[config.mk]
export PLATFORM = sky130hd
export DESIGN_NAME = spics_top
export DESIGN_NICKNAME = d
export VERILOG_FILES = /design/src/shared/spics_pkg.sv /design/src/rtl/spics_top.sv /design/src/rtl/spics_buf2.sv
export VERILOG_INCLUDE_DIRS = /design/src /design/src/shared
export SDC_FILE = /design/constraint.sdc
export NUM_CORES = 1
export LEC_CHECK = 0
export BUFFER_PORTS_ARGS = -buffer_cell sky130_fd_sc_hd__clkbuf_2
export CORE_UTILIZATION = 58
export CTS_BUF_LIST = sky130_fd_sc_hd__clkbuf_16
export DETAILED_ROUTE_END_ITERATION = 7
export PLACE_DENSITY = 0.8
export SLEW_MARGIN = 20
export SYNTH_ARGS = -nofsm -noshare
export SYNTH_HDL_FRONTEND = slang
export SYNTH_SLANG_ARGS = --single-unit
[constraint.sdc]
create_clock -name clk -period 2.85 [get_ports clk]
set_input_delay 0.4275 -clock clk [delete_from_list [all_inputs] [get_ports clk]]
set_output_delay 0.4275 -clock clk [all_outputs]
set_load 0.01 [all_outputs]
[src/shared/spics_params.svh]
// constants of the spi control and status logic
// Summary of operation
// transfer end sets done flag, bit 7
// flags stay set until software clears
// any flag with enable raises interrupt
// data write while tx full sets collision
// colliding write is dropped, buffer kept
// master, mode 01, select low: mode fault
// slave byte into unread buffer: overrun
// mode 00: three wire, select unused
// mode 01 default: select is input
// mode 1x: select driven with low bit
// data write clears tx empty, bit 1
// move to shifter sets tx empty
// bit 0 enables port, reset zero
// control at 0xF8, bit and byte access
// data write loads tx, read gives rx
// master select: 1 master, 0 slave
// zero write clears, hardware set wins
`ifndef SPICS_PARAMS_SVH
`define SPICS_PARAMS_SVH

`define SPICS_CTL_ADDR      8'hF8
`define SPICS_CFG_ADDR      8'hA1
`define SPICS_DAT_ADDR      8'hA3

`define SPICS_BIT_DONE      7
`define SPICS_BIT_WRITE_COLLISION_FLAG      6
`define SPICS_BIT_MODE_FAULT_FLAG      5
`define SPICS_BIT_OVR       4
`define SPICS_BIT_MODE_HI   3
`define SPICS_BIT_MODE_LO   2
`define SPICS_BIT_TXE       1
`define SPICS_BIT_EN        0
`define SPICS_BIT_MSTSEL    6

`define SPICS_MODE_RST      2'h1
`define SPICS_MSTSEL_RST    1'b0
`define SPICS_EN_RST        1'b0

`define SPICS_SCK_HALF_CYC  4'h4

`endif

[src/shared/spics_pkg.sv]
// types of the spi control and status logic
package spics_pkg;

  typedef enum logic [2:0] {
    SPICS_M_IDLE = 3'b001,
    SPICS_M_LOW  = 3'b010,
    SPICS_M_HIGH = 3'b100
  } spics_mstate_t;

  typedef enum logic [1:0] {
    SPICS_SEL_3WIRE = 2'b00,
    SPICS_SEL_INPUT = 2'b01,
    SPICS_SEL_OUT_0 = 2'b10,
    SPICS_SEL_OUT_1 = 2'b11
  } spics_selmode_t;

  typedef logic [7:0] spics_byte_t;

endpackage

[src/rtl/spics_top.sv]
// spi control/status register, serial engine and pin control
`timescale 1ns/1ps
`default_nettype none
`include "spics_params.svh"
module spics_top (
  // clock and reset
  input  wire logic                 clk,
  input  wire logic                 arst_n,
  // special function register port
  input  wire logic [7:0]           sfr_addr,
  input  wire logic                 sfr_wr,
  input  wire logic                 sfr_bit_wr,
  input  wire logic [2:0]           sfr_bit_sel,
  input  wire logic                 sfr_bit_val,
  input  wire spics_pkg::spics_byte_t sfr_wdata,
  input  wire logic                 sfr_rd,
  output spics_pkg::spics_byte_t    sfr_rdata,
  // interrupt
  input  wire logic                 spi_irq_en,
  output logic                      spi_irq,
  // serial clock pin
  input  wire logic                 sck_in,
  output logic                      sck_out,
  output logic                      sck_oe,
  // master out pin
  input  wire logic                 mosi_in,
  output logic                      mosi_out,
  output logic                      mosi_oe,
  // master in pin
  input  wire logic                 miso_in,
  output logic                      miso_out,
  output logic                      miso_oe,
  // slave select pin
  input  wire logic                 slave_select_line_in,
  output logic                      slave_select_line_out,
  output logic                      slave_select_line_oe
);
  import spics_pkg::*;

  ////////////////////////////////////////////////////////////////////////
  // pin synchronisers

  localparam int NPIN = 4;
  logic [NPIN-1:0] pin_raw;
  logic [NPIN-1:0] pin_s1_r;
  logic [NPIN-1:0] pin_s2_r;
  logic            sck_d_r;
  logic            sck_s;
  logic            mosi_s;
  logic            miso_s;
  logic            nss_s;
  logic            sck_rise;
  logic            sck_fall;

  assign pin_raw = {slave_select_line_in, miso_in, mosi_in, sck_in};

  genvar gi;
  generate
    for (gi = 0; gi < NPIN; gi++) begin : g_sync
      // select resets high so a floating start does not look selected
      always_ff @(posedge clk or negedge arst_n) begin
        if (!arst_n) begin
          pin_s1_r[gi] <= (gi == 3) ? 1'b1 : 1'b0;
          pin_s2_r[gi] <= (gi == 3) ? 1'b1 : 1'b0;
        end else begin
          pin_s1_r[gi] <= pin_raw[gi];
          pin_s2_r[gi] <= pin_s1_r[gi];
        end
      end
    end
  endgenerate

  assign sck_s  = pin_s2_r[0];
  assign mosi_s = pin_s2_r[1];
  assign miso_s = pin_s2_r[2];
  assign nss_s  = pin_s2_r[3];

  always_ff @(posedge clk or negedge arst_n) begin
    if (!arst_n) begin
      sck_d_r <= 1'b0;
    end else begin
      sck_d_r <= sck_s;
    end
  end

  assign sck_rise = sck_s & ~sck_d_r;
  assign sck_fall = ~sck_s & sck_d_r;

  ////////////////////////////////////////////////////////////////////////
  // register access decode

  logic           port_enable_r;
  logic [1:0]     select_pin_mode_r;
  logic           master_select_r;
  logic [3:0]     flags_r;
  logic [3:0]     flag_set;
  logic           tx_buffer_empty_r;
  spics_byte_t    tx_buf_r;
  spics_byte_t    wr_mask;
  spics_byte_t    wr_val;
  spics_byte_t    ctl_mask;
  logic           dat_wr;
  logic           dat_rd;
  logic           tx_load;
  logic           tx_take;
  logic           write_collision_flag_set;

  // bit access writes one lane; byte access writes all eight
  assign wr_mask  = sfr_wr ? 8'hFF : (sfr_bit_wr ? (8'h01 << sfr_bit_sel) : 8'h00);
  assign wr_val   = sfr_wr ? sfr_wdata : {8{sfr_bit_val}};
  assign ctl_mask = (sfr_addr == `SPICS_CTL_ADDR) ? wr_mask : 8'h00;
  assign dat_wr   = sfr_wr & (sfr_addr == `SPICS_DAT_ADDR);
  assign dat_rd   = sfr_rd & (sfr_addr == `SPICS_DAT_ADDR);
  assign write_collision_flag_set = dat_wr & ~tx_buffer_empty_r;
  assign tx_load  = dat_wr & tx_buffer_empty_r;

  always_ff @(posedge clk or negedge arst_n) begin
    if (!arst_n) begin
      port_enable_r     <= `SPICS_EN_RST;
      select_pin_mode_r <= `SPICS_MODE_RST;
    end else begin
      if (ctl_mask[`SPICS_BIT_EN]) begin
        port_enable_r <= wr_val[`SPICS_BIT_EN];
      end
      if (ctl_mask[`SPICS_BIT_MODE_LO]) begin
        select_pin_mode_r[0] <= wr_val[`SPICS_BIT_MODE_LO];
      end
      if (ctl_mask[`SPICS_BIT_MODE_HI]) begin
        select_pin_mode_r[1] <= wr_val[`SPICS_BIT_MODE_HI];
      end
    end
  end

  always_ff @(posedge clk or negedge arst_n) begin
    if (!arst_n) begin
      master_select_r <= `SPICS_MSTSEL_RST;
    end else if (sfr_wr && sfr_addr == `SPICS_CFG_ADDR) begin
      master_select_r <= sfr_wdata[`SPICS_BIT_MSTSEL];
    end
  end

  // only a software write clears a flag; a same-cycle set wins
  always_ff @(posedge clk or negedge arst_n) begin
    if (!arst_n) begin
      flags_r <= 4'h0;
    end else begin
      flags_r <= flag_set | (flags_r & ~ctl_mask[7:4]) | (wr_val[7:4] & ctl_mask[7:4]);
    end
  end

  // collision leaves the buffer and its empty bit untouched
  always_ff @(posedge clk or negedge arst_n) begin
    if (!arst_n) begin
      tx_buffer_empty_r <= 1'b1;
      tx_buf_r          <= 8'h00;
    end else if (tx_load) begin
      tx_buffer_empty_r <= 1'b0;
      tx_buf_r          <= sfr_wdata;
    end else if (tx_take) begin
      tx_buffer_empty_r <= 1'b1;
    end
  end

  assign spi_irq = spi_irq_en & (|flags_r);

  ////////////////////////////////////////////////////////////////////////
  // select pin modes

  logic mst_active;
  logic slv_active;
  logic slv_sel;
  logic mode_fault_flag_cond;

  assign mst_active = port_enable_r & master_select_r;
  assign slv_active = port_enable_r & ~master_select_r;
  assign mode_fault_flag_cond  = mst_active & (select_pin_mode_r == SPICS_SEL_INPUT) & ~nss_s;
  // three wire ignores the pin entirely
  assign slv_sel    = slv_active & ~((select_pin_mode_r == SPICS_SEL_INPUT) & nss_s);

  assign slave_select_line_out = select_pin_mode_r[0];
  assign slave_select_line_oe  = port_enable_r & select_pin_mode_r[1];

  ////////////////////////////////////////////////////////////////////////
  // serial engine

  spics_mstate_t mstate_r;
  logic [3:0]    div_r;
  logic [2:0]    bit_cnt_r;
  spics_byte_t   shreg_r;
  logic          samp_r;
  logic          slv_loaded_r;
  logic          div_end;
  logic          mst_start;
  logic          slv_load;
  logic          mst_last;
  logic          slv_last;
  logic          rx_in_valid;
  logic          rx_in_ready;
  spics_byte_t   rx_in_data;
  logic          rx_out_valid;
  spics_byte_t   rx_out_data;

  assign div_end   = (div_r == `SPICS_SCK_HALF_CYC - 4'h1);
  // master waits for room in the receive buffer, so it never drops a byte
  assign mst_start = (mstate_r == SPICS_M_IDLE) & mst_active & ~tx_buffer_empty_r & rx_in_ready & ~mode_fault_flag_cond;
  assign slv_load  = slv_sel & (bit_cnt_r == 3'h0) & ~slv_loaded_r & ~tx_buffer_empty_r & ~sck_rise;
  assign tx_take   = mst_start | slv_load;
  assign mst_last  = (mstate_r == SPICS_M_HIGH) & div_end & (bit_cnt_r == 3'h7);
  assign slv_last  = slv_sel & sck_rise & (bit_cnt_r == 3'h7);

  always_ff @(posedge clk or negedge arst_n) begin
    if (!arst_n) begin
      mstate_r <= SPICS_M_IDLE;
      div_r    <= 4'h0;
    end else if (!mst_active || mode_fault_flag_cond) begin
      mstate_r <= SPICS_M_IDLE;
      div_r    <= 4'h0;
    end else begin
      unique case (mstate_r)
        SPICS_M_IDLE: begin
          div_r <= 4'h0;
          if (mst_start) begin
            mstate_r <= SPICS_M_LOW;
          end
        end
        SPICS_M_LOW: begin
          div_r <= div_end ? 4'h0 : div_r + 4'h1;
          if (div_end) begin
            mstate_r <= SPICS_M_HIGH;
          end
        end
        SPICS_M_HIGH: begin
          div_r <= div_end ? 4'h0 : div_r + 4'h1;
          if (div_end) begin
            mstate_r <= mst_last ? SPICS_M_IDLE : SPICS_M_LOW;
          end
        end
        default: begin
          mstate_r <= SPICS_M_IDLE;
          div_r    <= 4'h0;
        end
      endcase
    end
  end

  // shifter, sample bit and bit count serve both master and slave
  always_ff @(posedge clk or negedge arst_n) begin
    if (!arst_n) begin
      shreg_r      <= 8'h00;
      samp_r       <= 1'b0;
      bit_cnt_r    <= 3'h0;
      slv_loaded_r <= 1'b0;
    end else if (mst_active) begin
      slv_loaded_r <= 1'b0;
      if (mode_fault_flag_cond || mstate_r == SPICS_M_IDLE) begin
        bit_cnt_r <= 3'h0;
        if (mst_start) begin
          shreg_r <= tx_buf_r;
        end
      end else if (mstate_r == SPICS_M_LOW && div_end) begin
        samp_r <= miso_s;
      end else if (mstate_r == SPICS_M_HIGH && div_end) begin
        shreg_r   <= {shreg_r[6:0], samp_r};
        bit_cnt_r <= bit_cnt_r + 3'h1;
      end
    end else if (!slv_sel) begin
      bit_cnt_r    <= 3'h0;
      slv_loaded_r <= 1'b0;
    end else begin
      if (slv_load) begin
        shreg_r      <= tx_buf_r;
        slv_loaded_r <= 1'b1;
      end
      if (sck_rise) begin
        samp_r    <= mosi_s;
        bit_cnt_r <= bit_cnt_r + 3'h1;
        if (slv_last) begin
          slv_loaded_r <= 1'b0;
        end
      end else if (sck_fall && bit_cnt_r != 3'h0) begin
        shreg_r <= {shreg_r[6:0], samp_r};
      end
    end
  end

  assign rx_in_valid = mst_last | slv_last;
  assign rx_in_data  = mst_last ? {shreg_r[6:0], samp_r} : {shreg_r[6:0], mosi_s};

  always_comb begin
    flag_set                        = 4'h0;
    flag_set[`SPICS_BIT_DONE - 4]   = rx_in_valid;
    flag_set[`SPICS_BIT_WRITE_COLLISION_FLAG - 4]   = write_collision_flag_set;
    flag_set[`SPICS_BIT_MODE_FAULT_FLAG - 4]   = mode_fault_flag_cond;
    flag_set[`SPICS_BIT_OVR - 4]    = slv_last & rx_out_valid;
  end

  spics_buf2 #(
    .WIDTH (8)
  ) u_rx_buf (
    .clk       (clk),
    .arst_n    (arst_n),
    .in_valid  (rx_in_valid),
    .in_ready  (rx_in_ready),
    .in_data   (rx_in_data),
    .out_valid (rx_out_valid),
    .out_ready (dat_rd),
    .out_data  (rx_out_data)
  );

  ////////////////////////////////////////////////////////////////////////
  // pins and read data

  assign sck_out  = (mstate_r == SPICS_M_HIGH);
  assign sck_oe   = mst_active;
  assign mosi_out = shreg_r[7];
  assign mosi_oe  = mst_active;
  assign miso_out = shreg_r[7];
  assign miso_oe  = slv_sel;

  logic busy;
  assign busy = (mstate_r != SPICS_M_IDLE) | (slv_active & (bit_cnt_r != 3'h0));

  always_ff @(posedge clk or negedge arst_n) begin
    if (!arst_n) begin
      sfr_rdata <= 8'h00;
    end else if (sfr_rd) begin
      unique case (sfr_addr)
        `SPICS_CTL_ADDR: begin
          sfr_rdata <= {flags_r, select_pin_mode_r, tx_buffer_empty_r, port_enable_r};
        end
        `SPICS_CFG_ADDR: begin
          sfr_rdata <= {busy, master_select_r, 2'b00, slv_sel, nss_s,
                        ~(slv_active & slv_loaded_r) | mst_active, ~rx_out_valid};
        end
        `SPICS_DAT_ADDR: begin
          sfr_rdata <= rx_out_valid ? rx_out_data : 8'h00;
        end
        default: begin
          sfr_rdata <= 8'h00;
        end
      endcase
    end
  end

endmodule // spics_top
`default_nettype wire

[src/rtl/spics_buf2.sv]
// two-entry receive buffer with valid/ready on both sides
`timescale 1ns/1ps
`default_nettype none
module spics_buf2 #(
  parameter int WIDTH = 8
) (
  // clock and reset
  input  wire logic             clk,
  input  wire logic             arst_n,
  // filling side
  input  wire logic             in_valid,
  output logic                  in_ready,
  input  wire logic [WIDTH-1:0] in_data,
  // draining side
  output logic                  out_valid,
  input  wire logic             out_ready,
  output logic [WIDTH-1:0]      out_data
);

  logic [WIDTH-1:0] mem0_r;
  logic [WIDTH-1:0] mem1_r;
  logic [1:0]       count_r;
  logic             push;
  logic             pop;

  assign in_ready  = (count_r != 2'h2);
  assign out_valid = (count_r != 2'h0);
  assign out_data  = mem0_r;
  assign push      = in_valid & in_ready;
  assign pop       = out_valid & out_ready;

  always_ff @(posedge clk or negedge arst_n) begin
    if (!arst_n) begin
      count_r <= 2'h0;
    end else if (push & ~pop) begin
      count_r <= count_r + 2'h1;
    end else if (pop & ~push) begin
      count_r <= count_r - 2'h1;
    end
  end

  // head always sits in mem0 so the read data comes straight from a register
  always_ff @(posedge clk or negedge arst_n) begin
    if (!arst_n) begin
      mem0_r <= '0;
      mem1_r <= '0;
    end else begin
      unique case ({push, pop})
        2'b10: begin
          if (count_r == 2'h0) begin
            mem0_r <= in_data;
          end else begin
            mem1_r <= in_data;
          end
        end
        2'b01: begin
          mem0_r <= mem1_r;
        end
        2'b11: begin
          if (count_r == 2'h1) begin
            mem0_r <= in_data;
          end else begin
            mem0_r <= mem1_r;
            mem1_r <= in_data;
          end
        end
        2'b00: begin
          mem0_r <= mem0_r;
        end
      endcase
    end
  end

endmodule // spics_buf2
`default_nettype wire

==> impl_metrics.py, run 1 <==
metrics = {
    "timing": {
        "final.period_utilization": 0.839,
        "fin_crit_ps": 2390,
        "fmax_mhz": 418,
        "finalHoldViolCount": 0,
        "setup_tns_ps": 0,
        "fin_skew_ps": 8.32,
        "setup_violations": 0,
        "slew_viol_final": 0,
        "tightest_slew_ps": 777,
        "slew_headroom": 0.482,
        "rsz0062_at_grt": "false",
    },
    "finish": {
        "syn_to_final_growth_pct": 15.5,
        "nets": 461,
        "fin_util": 0.697,
        "num_antenna_cells": 0,
        "fillers": 485,
        "final_cells": 506,
        "multi_input_area_sq_um": 1880,
        "layout-drive-gt1-share": 0.221,
        "regArea_sq_um": 1810,
    },
    "logic_synthesis": {
        "syn-num-nets": 415,
        "netlist_area_sq_um": 3830,
        "synth_top_cell_by_area": "dfrtp_1",
        "ys_seq_area_frac": 0.472,
        "muxShareOfSynthArea": 0.0783,
        "synth-simple-area-share": 0.160,
        "synth-compound-area-share": 0.214,
        "synthArstFlopShare": 1.00,
        "synth_top_area_frac": 0.437,
        "netlist_instances": 378,
        "synth.avg_cell_area_sq_um": 10.1,
        "synth_edf_count": 0,
        "synth_top_family_by_area": "compound AO/OA/AOI/OAI gates",
        "synth_xor_area_frac": 0.00914,
        "synthFlopType": "dfrtp_1",
        "ys_types": 61,
        "ys_ff_latch": 72,
        "ys_warn_count": 0,
        "synth_fa_ha_area_frac": 0.0281,
        "synth.area.top_cells": "dfrtp_1 (44%), mux2_2 (3.8%), o21ai_0 (3.7%)",
    },
    "detailed_routing": {
        "top_layer": "met4",
        "drtAntennaViolNets": 0,
        "vias": 3157,
        "wl_per_cell_microns": 18.4,
        "dr.pass1.iters": 4,
        "initialDrtViolationCount": 268,
        "route.met2.wl_mm": 4.32,
        "met3_length_microns": 584,
        "drcViolationCount": 0,
        "routed_via_density": 6.24,
        "wl_mm": 9.31,
        "routedLengthMet1_mm": 4.14,
    },
    "clock_network": {
        "clockRootBuffer": "clkbuf_16",
        "clock_latency_ps": 330,
        "cts_tree": "done",
        "clock_sinks": 72,
        "cts_resized": 0,
        "cts_buffers": 9,
        "path_clk_slew_ps": 50,
        "cts_buffer_depth": 2,
        "postCtsSetupRepairBufs": 0,
        "cts_max_level": 3,
        "postCtsHoldBufs": 0,
    },
    "run_status": {
        "status": "complete, no violations",
    },
    "global_routing": {
        "grtUsageTotal": 0.281,
        "grt_max_degree": 44,
        "first_global_vias": 2977,
        "antenna_found_initial": 0,
        "grt_pass1_wl_mm": 15.0,
        "grt-ovfl-total": 0,
    },
    "power_and_ir_drop": {
        "p_leak_nw": 2.04,
        "power_density_nw_per_um2": 618,
        "sw_frac_of_total": 0.273,
        "ir_drop_v": 0.000562,
        "p_int_mw": 1.99,
        "seqPwrFrac": 0.462,
        "pwr-share-comb": 0.135,
        "p_switching_uw": 748,
        "power_frac_clock": 0.402,
    },
    "die": {
        "start_util": 0.604,
        "die_area_sq_um": 6940,
        "boundaryPins": 47,
        "die_h_microns": 83.3,
        "fp-row-count": 29,
        "dieWidth_microns": 83.3,
        "fp.coreArea_sq_um": 6350,
    },
    "worst_hold_path": {
        "hold_path.class": "in -> async",
    },
    "critical_path": {
        "cp-start-kind": "flip-flop",
        "arrival_ps": 2600,
        "r2r-start": "bit_cnt_r[0]$_DFFE_PN0P_",
        "r2r-end": "shreg_r[1]$_DFFE_PN0P_",
        "reg2reg_depth": 7,
        "worstPathRequired_ps": 3060,
        "end_kind": "flip-flop",
        "crit_fanout": 10,
        "crit_type": "reg -> reg",
        "r2r_slack_ps": 460,
    },
    "flow_run": {
        "drv_cap": 0,
    },
    "place": {
        "place.gp.congestion": 0.914,
        "dpl.hpwl_mm": 6.51,
        "placement.io_buffers": 46,
        "placedCellCount": 490,
    },
}
[area by class of cell]
class / count / area share
well taps: 77 / 0.0218
clock buffers: 9 / 0.0509
flip-flops and latches: 72 / 0.408
multi-input cells: 271 / 0.425
clock inverters: 7 / 0.0164
inverters: 21 / 0.0178
repair buffers: 49 / 0.0599
[synthesized netlist by cell type (all sizes together), types with 4 or more instances]
master,n
nand3b,4
clkbuf,8
a21boi,4
nor3,17
dfrtp,67
ha,7
o22ai,13
mux2,16
mux2i,12
nor2b,7
nor3b,5
o22a,8
buf,6
a221o,8
inv,21
nand2b,4
o21ai,29
a21oi,26
dfstp,5
a22o,4
nand2,27
o32ai,6
nor2,23
[power by group through the flow]
stage | Sequential [mW] | Combinational [mW] | Clock (mW)
after detailed placement | 1.27 | 0.367 | 0
final | 1.26 | 0.371 | 1.10
after floorplan | 1.22 | 0.264 | 0
after global routing | 1.28 | 0.409 | 1.16
after global placement | 1.26 | 0.352 | 0
after CTS | 1.26 | 0.372 | 1.11
[state kept, by name (all words and copies together) (netlist names), 2 cells and up]
signal / flops
u_rx_buf.count_r: 2
select_pin_mode_r: 2
sfr_rdata: 8
div_r: 4
pin_s1_r: 4
flags_r: 4
shreg_r: 8
bit_cnt_r: 3
tx_buf_r: 8
u_rx_buf.mem1_r: 8
u_rx_buf.out_data: 8
mstate_r: 3
[routing by layer]
| metal | GRT usage | vias up |
|---|---|---|
| met2 | 0.428 | 119 |
| met4 | 0.118 | 0 |
| li1 | - | 1504 |
| met5 | 0 | - |
| met3 | 0.0795 | 25 |
| met1 | 0.379 | 1509 |
[placed cells by master (no fill, tap or decap), types with 5 or more instances in the layout]
cell       synthesis  layout
nor3_1            16      15
dfrtp_1           67      67
o22ai_1           13      13
nand2_1           27      27
nor2_1            23      23
ha_1               7       7
mux2i_1           12      12
a21oi_1           24      24
o22a_1             8       8
o21ai_0           28      28
clkbuf_16          0       9
inv_1             21      21
o32ai_1            6       6
mux2_2            13      13
clkbuf_2           0      45
a221o_1            8       8
dfstp_2            5       5
nor2b_1            7       7
[critical path, stage by stage, from the launching register on]
cell,delay [ps]
dfrtp_1,400
inv_1,80
ha_1,150
or4b_1,410
or4_1,690
mux2i_1,250
a21oi_1,80
o22a_1,210
[kinds of logic (layout without fill, tap and decap cells)]
kind of cell,after synthesis,in the layout
compound gates,120,120
xor+xnor,4,4
fa+ha+maj,9,9
mux,28,28
buf+inv,35,86
flops,72,72
simple gates,110,110
[per-stage QoR]
stage / area [sq um] / setup slack [ps] / hold WS, ps / total power, mW
3_3_place_gp: 4130 / 542 / 333 / 1.61
6_report: 4430 / 458 / 144 / 2.74
3_5_place_dp: 4130 / 469 / 335 / 1.64
5_1_grt: 4430 / 324 / 167 / 2.84
4_1_cts: 4430 / 454 / 163 / 2.74
2_1_floorplan: 3830 / 795 / 132 / 1.49
[how the worst max path moves through the flow]
stage	start	endpoint	slack [ps]	depth (start not counted)
final	bit_cnt_r[0]$_DFFE_PN0P_	shreg_r[1]$_DFFE_PN0P_	460	7
after global routing	bit_cnt_r[0]$_DFFE_PN0P_	shreg_r[0]$_DFFE_PN0P_	320	7
after CTS	bit_cnt_r[0]$_DFFE_PN0P_	shreg_r[1]$_DFFE_PN0P_	450	7
after detailed placement	bit_cnt_r[0]$_DFFE_PN0P_	shreg_r[7]$_DFFE_PN0P_	470	7
after global placement	bit_cnt_r[0]$_DFFE_PN0P_	shreg_r[7]$_DFFE_PN0P_	540	7
after floorplan	bit_cnt_r[0]$_DFFE_PN0P_	shreg_r[7]$_DFFE_PN0P_	790	8
(Power assumes the default switching activity.)
==> run 2, diff against run 1 <==
--- a/config.mk
+++ b/config.mk
@@ -7,10 +7,10 @@
 export NUM_CORES = 1
 export LEC_CHECK = 0
 export BUFFER_PORTS_ARGS = -buffer_cell sky130_fd_sc_hd__clkbuf_2
-export CORE_UTILIZATION = 58
+export CORE_UTILIZATION = 52
 export CTS_BUF_LIST = sky130_fd_sc_hd__clkbuf_16
 export DETAILED_ROUTE_END_ITERATION = 7
-export PLACE_DENSITY = 0.8
+export PLACE_DENSITY = 0.75
 export SLEW_MARGIN = 20
 export SYNTH_ARGS = -nofsm -noshare
 export SYNTH_HDL_FRONTEND = slang
==> constraint.sdc (replaced) <==
create_clock -name clk -period 2.2 [get_ports clk]
set_input_delay 0.33 -clock clk [delete_from_list [all_inputs] [get_ports clk]]
set_output_delay 0.33 -clock clk [all_outputs]
set_load 0.01 [all_outputs]
==> run 2 against run 1 <==
The flow now finishes with violations (negative setup slack). Die area increased by 11%. Total power increased by 38%. Non-clock buffer count increased by 22. Utilization decreased by 2.3 points. Sequential cell count unchanged. Sequential power increased by 29%. Sequential share of layout area decreased by 2.2 points. First-iteration DRC count decreased by 6.0%. Global-route usage decreased by 1.2 points. Count of clock-buffer cells in the layout unchanged. Cell count increased by 8.1%.
==> impl_metrics.py, run 2 (synthesis gave the netlist of run 1 again) <==
metrics = {
    "critical_path": {
        "r2r_slack_ps": -4,
        "crit_slowest_cell": "or4_4",
        "crit_chain": "inv_1 > ha_2 > or4b_1 > or4_4 > buf_6 > mux2i_1 > a21oi_1 > o22a_1",
        "arrival_ps": 2420,
        "cp_num_buf_inv": 2,
        "cp-start-kind": "flip-flop",
        "r2r-end": "shreg_r[6]$_DFFE_PN0P_",
        "crit_family": "simple AND/OR/NAND/NOR gates",
        "max_stage_delay_ps": 450,
        "crit_type": "reg -> reg",
        "r2r-start": "bit_cnt_r[1]$_DFFE_PN0P_",
        "worstPathRequired_ps": 2420,
        "reg2reg_depth": 8,
        "end_kind": "flip-flop",
        "crit_fanout": 5,
        "cp-startpoint": "bit_cnt_r[1]$_DFFE_PN0P_",
    },
    "timing": {
        "fin_ws_ps": -3.87,
        "fmax_mhz": 454,
        "setup_violations": 1,
        "slew_viol_final": 0,
        "slew_headroom": 0.550,
        "fin_skew_ps": 8.91,
        "tightest_slew_ps": 676,
        "finalHoldViolCount": 0,
        "final.period_utilization": 1.00,
        "fin_crit_ps": 2200,
        "rsz0062_at_grt": "true",
        "worst_hold_slack_ps": 30.8,
    },
    "place": {
        "placement.io_buffers": 46,
        "dpl.hpwl_mm": 6.93,
        "place.gp.congestion": 0.870,
    },
    "finish": {
        "final_common_cell": "dfrtp_1",
        "num_antenna_cells": 0,
        "layout_common_cells": "dfrtp_1 (67), clkbuf_2 (45), o21ai_0 (28)",
        "syn_to_final_growth_pct": 22.0,
        "nets": 483,
        "layout-drive-gt1-share": 0.264,
    },
    "clock_network": {
        "clock_latency_ps": 330,
        "clock_sinks": 72,
        "path_clk_slew_ps": 60,
        "cts_tree": "done",
        "cts_buffer_depth": 2,
        "cts_buffers": 9,
        "cts_max_level": 3,
        "clockRootBuffer": "clkbuf_16",
    },
    "detailed_routing": {
        "drcViolationCount": 0,
        "wl_per_cell_microns": 17.4,
        "wl_mm": 9.51,
        "routed_via_density": 6.04,
        "dr.pass1.iters": 7,
        "drtAntennaViolNets": 0,
        "initialDrtViolationCount": 252,
        "vias": 3302,
    },
    "global_routing": {
        "grtUsageTotal": 0.269,
        "first_global_vias": 3137,
        "grt-ovfl-total": 0,
        "grt_pass1_wl_mm": 15.3,
        "antenna_found_initial": 0,
        "grt_max_degree": 73,
    },
    "die": {
        "fp.coreArea_sq_um": 6940,
        "boundaryPins": 47,
        "dieWidth_microns": 87.9,
        "die_area_sq_um": 7720,
        "fp-row-count": 30,
        "start_util": 0.552,
        "die_h_microns": 87.9,
    },
    "flow_run": {
        "drv_cap": 0,
    },
    "power_and_ir_drop": {
        "power_density_nw_per_um2": 807,
        "ir_drop_v": 0.000686,
        "power_mw": 3.78,
        "p_leak_nw": 2.18,
    },
    "worst_hold_path": {
        "hold_path.class": "in -> async",
    },
    "run_status": {
        "violations": "negative setup slack",
        "status": "finished with violations",
    },
}
-- run 2: cell types whose count changed in the layout (fill, tap and decap cells not counted), moves of 2 or more --
cell / previous run / this run
buf_4: 2 / 22
buf_6: 0 / 2
bufinv_16: 1 / 3
clkinvlp_4: 2 / 0
-- run 2: routing by layer --
metal	global-route usage	wire (microns)	vias up
met5	0	0	-
met4	0.122	229	0
met3	0.0396	522	23
met2	0.409	4530	114
met1	0.383	4220	1610
li1	-	-	1555
-- run 2: worst max path at each step --
stage / cells past startpoint / end / slack [ps]
6_report: 8 / shreg_r[6]$_DFFE_PN0P_ / -4
5_1_grt: 8 / shreg_r[4]$_DFFE_PN0P_ / -80
4_1_cts: 8 / shreg_r[6]$_DFFE_PN0P_ / 5
3_5_place_dp: 8 / shreg_r[0]$_DFFE_PN0P_ / -10
3_3_place_gp: 8 / shreg_r[6]$_DFFE_PN0P_ / 60
2_1_floorplan: 8 / shreg_r[7]$_DFFE_PN0P_ / 140
-- run 2: power by group --
group	switching (mW)	total, mW	leakage (nW)	internal [mW]
Sequential	0.177	1.63	0.932	1.45
Clock	0.543	1.64	0.168	1.10
Combinational	0.239	0.505	1.08	0.266
Total	0.959	3.78	2.18	2.82
-- run 2: worst reg2reg max path, cell delays in order, from the launching register on --
cell and delay, ps:
dfrtp_1 400, inv_1 70, ha_2 160, or4b_1 430, or4_4 450, buf_6 160, mux2i_1 160, a21oi_1 90
o22a_1 190
-- run 2: through the flow --
| step | std cells | util | TNS, ps | instance area, sq um | worst slack, ps |
|---|---|---|---|---|---|
| 2_1_floorplan | 378 | - | 0 | 3830 | 145 |
| 3_3_place_gp | 529 | 0.620 | 0 | 4300 | 57.3 |
| 3_5_place_dp | 529 | 0.620 | -13.9 | 4300 | -12.3 |
| 4_1_cts | 547 | 0.671 | 0 | 4660 | 4.68 |
| 5_1_grt | 547 | 0.674 | -395 | 4680 | -78.0 |
| 6_report | 547 | 0.674 | -3.87 | 4680 | -3.87 |
-- run 2: cell type report --
| cell class | count | area [sq um] |
|---|---|---|
| clock buffer | 9 | 225 |
| clock inverter | 7 | 111 |
| fill | 539 | 2270 |
| inverter | 21 | 78.8 |
| multi-input combinational | 271 | 1900 |
| sequential | 72 | 1810 |
| tap | 96 | 120 |
| timing repair buffer | 71 | 438 |
-- run 2: repair_timing --
action                                  4_1_cts  5_1_grt
gates cloned                                  1        0
gates resized for setup                       2        7
setup buffers                                 1        0
hold endpoints to repair                      0        0
pin swaps                                     0        9
hold buffers                                  0        0
endpoints found under the setup margin        4       11
==> run 3, diff against run 2 <==
--- a/config.mk
+++ b/config.mk
@@ -6,11 +6,11 @@
 export SDC_FILE = /design/constraint.sdc
 export NUM_CORES = 1
 export LEC_CHECK = 0
-export BUFFER_PORTS_ARGS = -buffer_cell sky130_fd_sc_hd__clkbuf_2
-export CORE_UTILIZATION = 52
+export BUFFER_PORTS_ARGS = -buffer_cell sky130_fd_sc_hd__buf_2
+export CORE_UTILIZATION = 63
 export CTS_BUF_LIST = sky130_fd_sc_hd__clkbuf_16
 export DETAILED_ROUTE_END_ITERATION = 7
-export PLACE_DENSITY = 0.75
+export PLACE_DENSITY = 0.86
 export SLEW_MARGIN = 20
 export SYNTH_ARGS = -nofsm -noshare
 export SYNTH_HDL_FRONTEND = slang
==> constraint.sdc (replaced) <==
create_clock -name clk -period 2.7 [get_ports clk]
set_input_delay 0.405 -clock clk [delete_from_list [all_inputs] [get_ports clk]]
set_output_delay 0.405 -clock clk [all_outputs]
set_load 0.01 [all_outputs]
==> run 3 against run 2 <==
The flow now finishes without violations. Non-clock buffer count decreased by 15. Largest power group is now sequential cells. Highest routed layer unchanged. Fmax decreased by 12%. Total power decreased by 27%. Register-to-register slack improved by 210 ps. Global-route usage increased by 7.2 points. Via count increased by 4.6%. Wire length increased by 6.2%. Sequential cell count unchanged. Clock power decreased by 37%. Critical path depth decreased by 1.
==> impl_metrics.py, run 3 (synthesis gave the netlist of run 1 again) <==
metrics = {
    "critical_path": {
        "crit_type": "reg -> reg",
        "crit_chain": "inv_1 > ha_1 > or4b_1 > or4_1 > mux2i_1 > a21oi_1 > o22a_1",
        "end_kind": "flip-flop",
        "cp-start-kind": "flip-flop",
        "r2r-start": "bit_cnt_r[0]$_DFFE_PN0P_",
        "max_stage_delay_ps": 710,
        "crit_family": "simple AND/OR/NAND/NOR gates",
        "r2r_slack_ps": 210,
        "worstPathRequired_ps": 2920,
        "crit_slowest_cell": "or4_1",
        "reg2reg_depth": 7,
        "arrival_ps": 2710,
        "cp_num_buf_inv": 1,
        "r2r-end": "shreg_r[5]$_DFFE_PN0P_",
        "crit_fanout": 10,
    },
    "timing": {
        "slew_headroom": 0.550,
        "fin_skew_ps": 5.02,
        "finalHoldViolCount": 0,
        "fin_crit_ps": 2490,
        "setup_tns_ps": 0,
        "slew_viol_final": 0,
        "fmax_mhz": 401,
        "setup_violations": 0,
        "tightest_slew_ps": 675,
        "final.period_utilization": 0.923,
        "rsz0062_at_grt": "false",
        "fin_ws_ps": 209,
    },
    "power_and_ir_drop": {
        "power_mw": 2.76,
        "power_frac_clock": 0.377,
        "p_switching_uw": 772,
        "sw_frac_of_total": 0.279,
        "p_int_mw": 1.99,
        "ir_drop_v": 0.000379,
        "power_density_nw_per_um2": 625,
        "pwr-share-comb": 0.146,
        "seqPwrFrac": 0.476,
        "p_leak_nw": 2.07,
    },
    "flow_run": {
        "drv_cap": 0,
    },
    "global_routing": {
        "grt_use_met3": 0.0480,
        "grt-ovfl-total": 0,
        "grtUsageTotal": 0.341,
        "grt_pass1_wl_mm": 16.3,
        "gr-usage-met2": 0.533,
        "first_global_vias": 3297,
        "grt_max_degree": 31,
        "use_met1": 0.453,
        "grt.busiest_layer": "met2",
        "antenna_found_initial": 0,
    },
    "detailed_routing": {
        "dr.pass1.iters": 5,
        "drcViolationCount": 0,
        "vias": 3455,
        "wl_per_cell_microns": 19.8,
        "initialDrtViolationCount": 356,
        "wl_mm": 10.1,
        "routed_via_density": 6.76,
        "drtAntennaViolNets": 0,
    },
    "die": {
        "fp-row-count": 28,
        "start_util": 0.651,
        "fp.coreArea_sq_um": 5890,
        "dieWidth_microns": 80.0,
        "boundaryPins": 47,
        "die_area_sq_um": 6400,
        "die_h_microns": 80.0,
    },
    "clock_network": {
        "cts_tree": "done",
        "cts_buffer_depth": 2,
        "clock_sinks": 72,
        "path_clk_slew_ps": 60,
        "clockRootBuffer": "clkbuf_16",
        "cts_resized": 0,
        "postCtsHoldBufs": 0,
        "cts_max_level": 3,
        "clock_latency_ps": 330,
        "cts_buffers": 9,
        "postCtsSetupRepairBufs": 0,
    },
    "place": {
        "dpl-instance-area_sq_um": 4170,
        "placement.io_buffers": 46,
        "place.gp.congestion": 0.876,
        "dpl.hpwl_mm": 7.00,
        "placedCellCount": 495,
        "dp_slack_ps": 257,
    },
    "finish": {
        "finalInstanceArea_sq_um": 4420,
        "final_cells": 511,
        "syn_to_final_growth_pct": 15.4,
        "final_common_cell": "dfrtp_1",
        "nets": 468,
        "fillers": 410,
        "layout-drive-gt1-share": 0.225,
        "num_antenna_cells": 0,
        "layout_common_cells": "dfrtp_1 (67), buf_2 (46), o21ai_0 (28)",
    },
    "worst_hold_path": {
        "hold_path.class": "in -> async",
    },
    "run_status": {
        "status": "complete, no violations",
    },
}
run 3: cell count changes in the layout (fill, tap and decap cells not counted), sizes merged:
| cell | previous run | this run |
|---|---|---|
| buf | 26 | 56 |
| bufinv | 3 | 0 |
| clkbuf | 54 | 9 |
| clkinvlp | 0 | 1 |
| inv | 22 | 24 |
run 3: area by class of cell:
class                   count  area (sq um)  share of cell area
inverters                  21          78.8              0.0178
flip-flops and latches     72          1810               0.409
well taps                  75          93.8              0.0212
clock buffers               9           225              0.0509
multi-input cells         271          1880               0.425
clock inverters             7          32.5             0.00735
repair buffers             56           305              0.0690
run 3: routing by layer:
metal,wire length [microns],part of all wire,vias to the layer above
met4,369,0.037,0
met3,610,0.060,41
met5,0,0,-
met2,4860,0.48,196
li1,-,-,1522
met1,4270,0.42,1696
run 3: stage by stage:
stage,utilization,hold WS [ps]
CTS,0.752,122
global route,0.752,161
detailed placement,0.708,347
global placement,0.708,332
finish,0.752,108
floorplan,-,109
run 3: worst max path at each step:
stage,to,start,cells after the start,slack (ps)
finish,shreg_r[5]$_DFFE_PN0P_,bit_cnt_r[0]$_DFFE_PN0P_,7,210
CTS,shreg_r[0]$_DFFE_PN0P_,bit_cnt_r[0]$_DFFE_PN0P_,7,240
global placement,shreg_r[7]$_DFFE_PN0P_,bit_cnt_r[0]$_DFFE_PN0P_,7,340
global route,shreg_r[7]$_DFFE_PN0P_,bit_cnt_r[0]$_DFFE_PN0P_,7,110
detailed placement,shreg_r[2]$_DFFE_PN0P_,bit_cnt_r[0]$_DFFE_PN0P_,7,260
floorplan,shreg_r[7]$_DFFE_PN0P_,bit_cnt_r[0]$_DFFE_PN0P_,8,640
run 3: power by group through the flow:
stage	Clock, mW	Sequential (mW)	Combinational (mW)
final	1.04	1.32	0.404
after global routing	1.10	1.33	0.445
after CTS	1.05	1.31	0.403
after detailed placement	0	1.33	0.398
after global placement	0	1.31	0.371
after floorplan	0	1.29	0.279
